## src/rtl/hbc_pkg.sv

```systemverilog
// Package holding constants, stage encodings and state layout of the hub boot sequencer.
package hbc_pkg;

  // Flash signature probe.
  localparam logic [23:0] SIG_ADDR = 24'h3FFFA;
  localparam logic [23:0] EXEC_ADDR = 24'h00000;
  localparam logic [31:0] SIG_WORD = 32'h32444655;
  localparam logic [1:0] SIG_LEN_M1 = 2'h3;

  // Boot-select strap codes.
  localparam logic [2:0] BOOT_SEL_SMBUS = 3'h1;
  localparam logic [2:0] BOOT_SEL_FLASH = 3'h0;

  // Sideband termination codes.
  localparam logic [7:0] LEGACY_END_REG = 8'hFF;
  localparam logic [15:0] ATTACH_CMD = 16'hAA55;
  localparam logic [15:0] ATTACH_KEEP_SIDEBAND_CMD = 16'hAA56;

  // Widths and counts.
  localparam int NPORT = 6;
  localparam int AW = 8;
  localparam int DW = 8;
  localparam int NREG = 256;

  // Timing counts at 40 MHz.
  localparam int CLK_MHZ = 40;
  localparam int PLL_LOCK_US = 10;
  localparam int PLL_LOCK_CYC = PLL_LOCK_US * CLK_MHZ;
  localparam logic [15:0] PLL_LOCK_CNT = 16'(PLL_LOCK_CYC);

  // Reset values.
  localparam logic [DW-1:0] CFG_RST = 8'h00;

  typedef enum logic [3:0] {
    ST_STANDBY = 4'h0,
    ST_FLASH_PROBE = 4'h1,
    ST_FLASH_EXEC = 4'h2,
    ST_ROM_LOAD = 4'h3,
    ST_STRAP = 4'h4,
    ST_PULLUP_PROBE = 4'h5,
    ST_EXT_CFG = 4'h6,
    ST_OTP_MERGE = 4'h7,
    ST_ATTACH = 4'h8,
    ST_NORMAL = 4'h9
  } hbc_stage_e;

  typedef struct packed {
    hbc_stage_e stage;
    logic [15:0] cnt;
    logic [1:0] sigIdx;
    logic sigOk;
    logic flashReq;
    logic [23:0] flashAddr;
    logic execFlash;
    logic [2:0] bootSel;
    logic [NPORT-1:0] portDisP;
    logic [NPORT-1:0] portDisM;
    logic nonRemovable;
    logic chargeEn;
    logic romLoad;
    logic [AW-1:0] idx;
    logic otpRd;
    logic cfgWe;
    logic [AW-1:0] cfgAddr;
    logic [DW-1:0] cfgData;
    logic sidebandSlave;
    logic keepSideband;
    logic usb2Attach;
    logic ssHubEnable;
    logic portsEnable;
    logic pinsDrive;
    logic pllRun;
  } hbc_state_s;

endpackage

```

## src/rtl/hub_boot_config_sequencer.sv

```systemverilog
// Boot-stage sequencer of the hub: standby, flash probe, ROM load, straps, sideband config, OTP merge, attach.
//
// Decided for this implementation: the register offsets and strobed register access.
`timescale 1ns/100ps
module hub_boot_config_sequencer
  import hbc_pkg::*;
#(
  parameter logic [15:0] PLL_LOCK = PLL_LOCK_CNT,
  parameter logic [1:0] FLASH_WIDTH = 2'h1,
  parameter logic FLASH_MODE3 = 1'b0
) (
  // Clock and reset.
  input wire logic ref_clk,
  input wire logic rstn,
  // Straps and board sense.
  input wire logic [2:0] bootSelectStraps,
  input wire logic [NPORT-1:0] portDisablePlusStraps,
  input wire logic [NPORT-1:0] portDisableMinusStraps,
  input wire logic nonremovableStrap,
  input wire logic chargingEnableStrap,
  input wire logic pllLocked,
  input wire logic sdaPullup,
  input wire logic sclPullup,
  // Flash byte read port.
  input wire logic flashAck,
  input wire logic [7:0] flashByte,
  // Sideband slave writes and commands.
  input wire logic sbWrite,
  input wire logic [AW-1:0] sbAddr,
  input wire logic [DW-1:0] sbData,
  input wire logic sbCmdValid,
  input wire logic [15:0] sbCmd,
  input wire logic legacyMode,
  // ROM defaults and OTP contents.
  input wire logic [DW-1:0] romData,
  input wire logic [DW-1:0] otpData,
  input wire logic otpValid,
  // Upstream host events.
  input wire logic hostStarted,
  input wire logic softDisconnect,
  // Register read port.
  input wire logic [AW-1:0] regAddr,
  input wire logic regRd,
  output logic [DW-1:0] regRdData,
  // Flash request.
  output logic flashReq,
  output logic [23:0] flashAddr,
  output logic [1:0] flashWidth,
  output logic flashMode3,
  output logic execFromFlash,
  // Strap results.
  output logic [NPORT-1:0] portDisP,
  output logic [NPORT-1:0] portDisM,
  output logic nonRemovable,
  output logic chargeEn,
  // ROM and OTP walk.
  output logic [AW-1:0] cfgIdx,
  output logic otpRd,
  // Hub controls.
  output logic sidebandSlave,
  output logic keepSideband,
  output logic usb2AttachBit,
  output logic superspeedHubEnableBit,
  output logic portsEnable,
  output logic dataPinsDrive,
  output logic pllRun,
  output logic [3:0] bootStage
);

  hbc_state_s rState;
  hbc_state_s nxtState;
  logic [DW-1:0] cfgMem [NREG];
  logic [DW-1:0] rdData_ff;
  logic [1:0] flashWidth_ff;
  logic flashMode3_ff;
  logic [DW-1:0] nxt_rdData;
  logic [7:0] sigExp;
  logic endCfg;

  always_comb begin
    sigExp = SIG_WORD[8'(31 - 8 * 32'(rState.sigIdx)) -: 8];
  end

  // Legacy mode ends on a write to the final register, otherwise on an attach command.
  always_comb begin
    endCfg = legacyMode ? (sbWrite && sbAddr == LEGACY_END_REG)
                        : (sbCmdValid && (sbCmd == ATTACH_CMD || sbCmd == ATTACH_KEEP_SIDEBAND_CMD));
  end

  always_comb begin
    nxtState = rState;
    nxtState.cfgWe = 1'b0;
    nxtState.otpRd = 1'b0;
    nxtState.flashReq = 1'b0;
    nxtState.romLoad = 1'b0;
    case (rState.stage)
      ST_STANDBY: begin
        nxtState.stage = ST_FLASH_PROBE;
        nxtState.pllRun = 1'b1;
        nxtState.cnt = '0;
      end
      ST_FLASH_PROBE: begin
        if (rState.cnt < PLL_LOCK || !pllLocked) begin
          nxtState.cnt = rState.cnt + 16'h0001;
          nxtState.sigIdx = 2'h0;
          nxtState.sigOk = 1'b1;
        end else if (bootSelectStraps != BOOT_SEL_FLASH) begin
          nxtState.stage = ST_ROM_LOAD;
        end else if (!flashAck) begin
          nxtState.flashReq = 1'b1;
          nxtState.flashAddr = SIG_ADDR + 24'(rState.sigIdx);
        end else begin
          nxtState.sigOk = rState.sigOk && (flashByte == sigExp);
          nxtState.sigIdx = rState.sigIdx + 2'h1;
          if (rState.sigIdx == SIG_LEN_M1) begin
            if (rState.sigOk && flashByte == sigExp) begin
              nxtState.stage = ST_FLASH_EXEC;
              nxtState.execFlash = 1'b1;
              nxtState.flashAddr = EXEC_ADDR;
            end else begin
              nxtState.stage = ST_ROM_LOAD;
            end
            nxtState.idx = '0;
          end
        end
      end
      ST_FLASH_EXEC: begin
        nxtState.stage = ST_FLASH_EXEC;
      end
      ST_ROM_LOAD: begin
        nxtState.romLoad = 1'b1;
        nxtState.cfgWe = rState.romLoad;
        nxtState.cfgAddr = rState.idx - 8'h01;
        nxtState.cfgData = romData;
        nxtState.idx = rState.idx + 8'h01;
        if (rState.romLoad && rState.idx == 8'h00) begin
          nxtState.stage = ST_STRAP;
          nxtState.romLoad = 1'b0;
        end
      end
      ST_STRAP: begin
        nxtState.bootSel = bootSelectStraps;
        nxtState.portDisP = portDisablePlusStraps;
        nxtState.portDisM = portDisableMinusStraps;
        nxtState.nonRemovable = nonremovableStrap;
        nxtState.chargeEn = chargingEnableStrap;
        nxtState.idx = '0;
        nxtState.stage = (bootSelectStraps == BOOT_SEL_SMBUS) ? ST_PULLUP_PROBE : ST_OTP_MERGE;
      end
      ST_PULLUP_PROBE: begin
        if (sdaPullup && sclPullup) begin
          nxtState.sidebandSlave = 1'b1;
          nxtState.stage = ST_EXT_CFG;
        end else begin
          nxtState.stage = ST_OTP_MERGE;
        end
      end
      ST_EXT_CFG: begin
        nxtState.cfgWe = sbWrite && !(legacyMode && sbAddr == LEGACY_END_REG);
        nxtState.cfgAddr = sbAddr;
        nxtState.cfgData = sbData;
        if (endCfg) begin
          nxtState.keepSideband = !legacyMode && sbCmd == ATTACH_KEEP_SIDEBAND_CMD;
          nxtState.sidebandSlave = !legacyMode && sbCmd == ATTACH_KEEP_SIDEBAND_CMD;
          nxtState.stage = ST_OTP_MERGE;
          nxtState.idx = '0;
        end
      end
      ST_OTP_MERGE: begin
        nxtState.otpRd = 1'b1;
        nxtState.cfgWe = rState.otpRd && otpValid;
        nxtState.cfgAddr = rState.idx - 8'h01;
        nxtState.cfgData = otpData;
        nxtState.idx = rState.idx + 8'h01;
        if (rState.otpRd && rState.idx == 8'h00) begin
          nxtState.otpRd = 1'b0;
          nxtState.stage = ST_ATTACH;
        end
      end
      ST_ATTACH: begin
        nxtState.usb2Attach = !softDisconnect;
        nxtState.ssHubEnable = !softDisconnect;
        nxtState.portsEnable = 1'b1;
        nxtState.pinsDrive = 1'b1;
        if (hostStarted && !softDisconnect) begin
          nxtState.stage = ST_NORMAL;
        end
      end
      ST_NORMAL: begin
        if (softDisconnect) begin
          nxtState.stage = ST_ATTACH;
          nxtState.usb2Attach = 1'b0;
          nxtState.ssHubEnable = 1'b0;
        end
      end
      default: begin
        nxtState.stage = ST_STANDBY;
      end
    endcase
  end

  // Asynchronous reset clears every stage bit; the configuration register array is not reset and keeps its contents.
  always_ff @(posedge ref_clk or negedge rstn) begin
    if (!rstn) begin
      rState <= '0;
    end else begin
      rState <= nxtState;
    end
  end

  // Configuration register array; the later OTP write overrides the sideband one.
  always_ff @(posedge ref_clk) begin
    if (rState.cfgWe) begin
      cfgMem[rState.cfgAddr] <= rState.cfgData;
    end
  end

  always_comb begin
    nxt_rdData = rdData_ff;
    if (regRd) begin
      nxt_rdData = (rState.stage == ST_STANDBY) ? CFG_RST : cfgMem[regAddr];
    end
  end

  always_ff @(posedge ref_clk or negedge rstn) begin
    if (!rstn) begin
      rdData_ff <= CFG_RST;
      flashWidth_ff <= 2'h0;
      flashMode3_ff <= 1'b0;
    end else begin
      rdData_ff <= nxt_rdData;
      flashWidth_ff <= FLASH_WIDTH;
      flashMode3_ff <= FLASH_MODE3;
    end
  end

  assign regRdData = rdData_ff;
  assign flashReq = rState.flashReq;
  assign flashAddr = rState.flashAddr;
  assign flashWidth = flashWidth_ff;
  assign flashMode3 = flashMode3_ff;
  assign execFromFlash = rState.execFlash;
  assign portDisP = rState.portDisP;
  assign portDisM = rState.portDisM;
  assign nonRemovable = rState.nonRemovable;
  assign chargeEn = rState.chargeEn;
  assign cfgIdx = rState.idx;
  assign otpRd = rState.otpRd;
  assign sidebandSlave = rState.sidebandSlave;
  assign keepSideband = rState.keepSideband;
  assign usb2AttachBit = rState.usb2Attach;
  assign superspeedHubEnableBit = rState.ssHubEnable;
  assign portsEnable = rState.portsEnable;
  assign dataPinsDrive = rState.pinsDrive;
  assign pllRun = rState.pllRun;
  assign bootStage = rState.stage;

endmodule // hub_boot_config_sequencer

```

## config.mk

```make
export PLATFORM = sky130hd
export DESIGN_NAME = hub_boot_config_sequencer
export DESIGN_NICKNAME = d
export VERILOG_FILES = /design/src/rtl/hbc_pkg.sv /design/src/rtl/hub_boot_config_sequencer.sv
export SDC_FILE = /design/constraint.sdc
export NUM_CORES = 2
export LEC_CHECK = 0
export ABC_AREA = 1
export BUFFER_PORTS_ARGS = -buffer_cell sky130_fd_sc_hd__buf_4
export CORE_MARGIN = 2
export CORE_UTILIZATION = 50
export CTS_CLUSTER_DIAMETER = 60
export DETAILED_ROUTE_END_ITERATION = 8
export PLACE_DENSITY = 0.62
export SLEW_MARGIN = 20
export SYNTH_ARGS = -nofsm -noshare
export SYNTH_HDL_FRONTEND = slang
export SYNTH_SLANG_ARGS = --single-unit
```

## constraint.sdc

```tcl
create_clock -name ref_clk -period 5.51 [get_ports ref_clk]
set_input_delay 0.2755 -clock ref_clk [delete_from_list [all_inputs] [get_ports ref_clk]]
set_output_delay 0.2755 -clock ref_clk [all_outputs]
set_load 0.01 [all_outputs]
```

# Yosys cells after proc, flatten, opt, wreduce, memory -nomap -nowiden
# Memories as Yosys holds them, arrays and structs flattened.
# Cells that the tools add are included.
# word_totals
ff_bits,105
latchBits,0
ramBits,2048
mem_bits_ro,0
word_cells,148
memories,1
# memory_table
name,words,word_bits,read_ports,rd_ports_with_merged_regs,wr,line_no,text
cfgMem,256,8,1,0,1,hub_boot_config_sequencer.sv:72,logic [DW-1:0] cfgMem [NREG];
# classes
n_addsub,6
multipliers,0
div,0
order_cmp,1
n_eq_ne,31
shift,1
muxes,45
bitwise_logic,2
n_reduce_logical,36
# op_table
op,count
$mux W26,2
$pmux W17 S3,1
$mux W25,2
$mux W8,6
$pmux W4 S10,1
$shiftx A39 B9 Y8 const A,1
$mux W4,9
$eq A16 B16 Y1 const B,2
$pmux W16 S2,1
$pmux W8 S4,1
$mux W29,1
$mux W24,1
$ne A2 B2 Y1 const B,12
$add A18 B2 Y19 const A,1
$add A16 B1 Y16 const B,1
$eq A4 B3 Y1 const B,4
$lt A16 B9 Y1 const B,1
$mux W16,1
$mux W1,12
$reduce_and A6 Y1,2
$logic_and A1 B1 Y1,11
$add A8 B1 Y8 const B,1
$eq A4 B2 Y1 const B,2
$eq A4 B4 Y1 const B,2
27 further kinds,44

# Depth between registers and ports, before layout
# logic_depth
word_depth,10
mapped_depth,17
ltp_nobuf,13

# Worst setup path after synthesis
# No wires, ideal clock.
# synth_path
path_type,reg2reg
from,reg rState[7] (netlist bit)
to,mem cfgMem[0][0] (data pin)
arrival_ns,3.183
required_time_ns,4.706
slack_ns,1.523
path_stages_with_launch,1
period_less_slack_ns,3.987
path_cell_list,dfrtp_1
# synth_lines
element,line_no,text
from (decl),hub_boot_config_sequencer.sv:70,hbc_state_s rState;
from (signal assigned),hub_boot_config_sequencer.sv:207,rState <= nxtState;
to (decl),hub_boot_config_sequencer.sv:72,
# Straight into the memory's write port.

# Worst setup path in the final report
# layout_path
from,in regAddr[0]
to,"reg rdData_ff[0], in the netlist regRdData[0]"
# layout_via
elab_chain_len,2
# layout_lines
element,line_no,text
from (decl),hub_boot_config_sequencer.sv:42,"input wire logic [AW-1:0] regAddr,"
$mem_v2 Z256 W8,--,
$mux W8,hub_boot_config_sequencer.sv:221,nxt_rdData = (rState.stage == ST_STANDBY) ? CFG_RST : cfgMem[regAddr];
to (signal assigned),hub_boot_config_sequencer.sv:231,rdData_ff <= nxt_rdData;
to (decl),hub_boot_config_sequencer.sv:73,logic [DW-1:0] rdData_ff;
# Every way passes these cells.
# A chain may end at the register's enable or synchronous reset.

==> metrics.cfg <==
[synthesis]
ys_top_cells_by_area = edfxtp_1 70%, nand3_1 11%, nand2_1 10%
synth_cell_type_count = 41
yosys_warnings = 0
avgSynthCellArea_um2 = 11.5
synth_top_area_share = 0.698
syn_inst = 7653
synth_area_leader_cell = edfxtp_1
ys_ff_latch = 2132
synth_seq_area_share = 0.721
syn-cell-area_mm2 = 0.0882

[run]
max_cap_violations = 0

[placed_design]
placement.io_buffers = 156
place_hpwl_um = 133000
gp_congestion = 0.857
place_ws_ns = 2.15
place_area_mm2 = 0.0905

[clock_tree]
clock_latency_ns = 0.84
cts-resized-gates = 0
cts_tree = yes
hold_buffers = 71
cts-root-buf = clkbuf_16
clk_path_buf_depth = 3
cts_setup_buffers = 0
h-tree-depth = 4
clock-sinks = 2132
clkTransAtPathRegs_ns = 0.06
cts_buffers = 215

[global_route]
globalRouteOverflowTotal = 0
gr-usage-all-layers = 0.266
grt_max_degree = 207
grt_pass1_wl_um = 359000
antenna_found_initial = 9
grt_pass1_vias = 56092

[power_and_ir_drop]
share_seq_of_total_power = 0.524
swShare = 0.226
internal-power_uw = 26400
switching_power_uw = 7670
p_comb_frac = 0.057
leakagePower_uw = 0.0348
ir_worst_vdd_mv = 0.328
power.density_mw_per_mm2 = 347
clockPowerShare = 0.419

[cells_and_area]
drive_above_1_share = 0.0738
finalInstanceArea_mm2 = 0.0980
nets = 7745
fin_util = 0.558
synthToLayoutAreaGrowth_pct = 11.2

[timing]
relSlewSlack = 0.217
maxSlewViolCount = 0
period_needed_ns = 4.17
clock_skew_ns = 0.0588
tightest_slew_ns = 1.17
rsz0062_at_grt = no
finalCritPeriodShare = 0.756
max_freq_mhz = 240
finalHoldViolations = 0
fin_ws_ns = 1.34
tns_ns = 0
hold_ws_ns = 0.126
setup_viol = 0

[min_path]
worst_hold_path_type = in -> reg

[route]
wl_per_cell_um = 23.8
totalWireLength_um = 242000
first_pass_iters = 6
drt_iter0_markers = 7063
viasPerCell = 5.80
num_vias = 58995
drc = 0
postRouteAntennaNets = 0

[die]
dieArea_mm2 = 0.180
core.rowCount = 154
start_util = 0.502
core_area_mm2 = 0.176
chipWidth_um = 424
chipHeight_um = 424
ioPinCount = 165

[setup_path]
crit_required_ns = 6.28
worst_setup_path_start_kind = input port
cp.arrival_ns = 4.93
path_max_fanout = 206
crit_type = in -> reg
endpoint_kind = flip-flop

[outcome]
status = finished, final reports clean

==> worst paths after layout <==
kind,from,endpoint,slack (ns),cells past startpoint
worst min-delay path,flashByte[6],rState[77]$_DFFE_PN0P_,0.13,7
max in group asynchronous,rstn,rState[7]$_DFFE_PN0P_,3.82,4
worst min register to register,portDisM[0]$_DFFE_PN0P_,portDisM[0]$_DFFE_PN0P_,0.48,2
worst max-delay path,regAddr[0],regRdData[0]$_DFFE_PN0P_,1.34,18
min in group asynchronous,rstn,flashReq$_DFF_PN0_,0.56,3
worst max register to register,cfgMem[163][0]$_DFFE_PP_,regRdData[0]$_DFFE_PN0P_,1.94,15
==> cells in the mapped netlist (all sizes together) <==
| cell | count |
|---|---|
| nand2 | 2441 |
| edfxtp | 2048 |
| nand3 | 1973 |
| buf | 436 |
| nor2 | 325 |
| clkbuf | 110 |
| inv | 97 |
| dfrtp | 84 |
| o21ai | 23 |
| nand4 | 18 |
| xor2 | 16 |
| a21oi | 14 |
| nor3 | 13 |
| o31ai | 10 |
| ha | 7 |
| o221ai | 6 |
| nor4 | 5 |
| o211ai | 4 |
| or2 | 4 |
| xnor2 | 4 |
| a22o | 3 |
| a31oi | 2 |
| conb | 2 |
| o32ai | 2 |
| a32o | 1 |
| clkinv | 1 |
| nor3b | 1 |
| o2111ai | 1 |
| o21a | 1 |
| o21bai | 1 |
==> per-layer routing <==
metal | GRT usage | vias up | part of all wire
met1 | 0.374 | 29091 | 0.41
met2 | 0.414 | 2620 | 0.47
met3 | 0.0501 | 442 | 0.086
li1 | - | 26838 | -
met4 | 0.0976 | 4 | 0.036
met5 | 0 | - | 0.00011
==> area by class of cell <==
type                            count  area (um2)
Clock inverter                    137        1240
Sequential cell                  2132       63600
Multi-Input combinational cell   4884       21300
Clock buffer                      258        5600
Timing Repair Buffer              313        2940
Antenna cell                        6        15.0
Fill cell                       14618       77700
Tap cell                         2340        2930
Inverter                           98         402
==> placed cells by master (no fill, tap or decap), types with 14 or more instances in the layout <==
cell	instances
bufinv_16	18
clkinv_1	54
nand4_1	18
clkbuf_1	39
inv_1	92
o21ai_0	23
nand2_1	2435
nand3_1	1973
clkbuf_16	217
clkinv_2	41
dlygate4sd3_1	71
nor2_1	317
a21oi_1	14
buf_4	208
edfxtp_1	2048
xor2_1	16
buf_12	31
dfrtp_1	76
==> kinds of logic (layout without fill, tap and decap cells) <==
kind of cell,after synthesis,count (layout),synth area share
buffers and inverters,644,806,0.0378
xor gates and xnor gates,20,20,0.00199
and+or+nand+nor,4780,4780,0.233
adders and majority gates,7,7,0.000993
DFF,2132,2132,0.721
other,2,15,0.0000852
AOI/OAI and AO/OA,68,68,0.00491
==> state kept, by name, summed over array words and instances, names as in the netlist, 4 cells and up <==
signal	flops
rState	37
cfgIdx	8
portDisM	6
cfgMem	2048
portDisP	6
flashAddr	4
regRdData	8
bootStage	4
==> worst max-delay path: stages <==
cell           delay, ns
buf_8               0.18
inv_16              0.63
buf_4               0.52
nand2_1             0.09
nand3_1             0.09
nand3_1             0.08
nand3_1             0.24
nand3_1             0.14
nand2_1             0.12
nand2_1             0.06
nand2_1             0.19
nand2_1             0.07
nand3_1             0.09
dlygate4sd3_1       0.55
nand3_1             0.07
dlygate4sd3_1       0.58
nand2_1             0.06
dlygate4sd3_1       0.55
==> metrics by stage <==
stage / cells / power (uW)
finish: 10168 / 34000
CTS: 10162 / 34200
floorplan: 7660 / 19400
global route: 10165 / 35000
detailed placement: 9696 / 20100
global placement: 9696 / 20100
==> power by group through the flow <==
stage          combinational [uW]  clock [uW]  sequential (uW)
4_1_cts                      1930       14400            17800
6_report                     1940       14200            17800
3_3_place_gp                 1870           0            18200
5_1_grt                      2100       15000            17800
3_5_place_dp                 1880           0            18200
2_1_floorplan                1070           0            18300
Note: power is estimated with default switching activity, not from simulation.
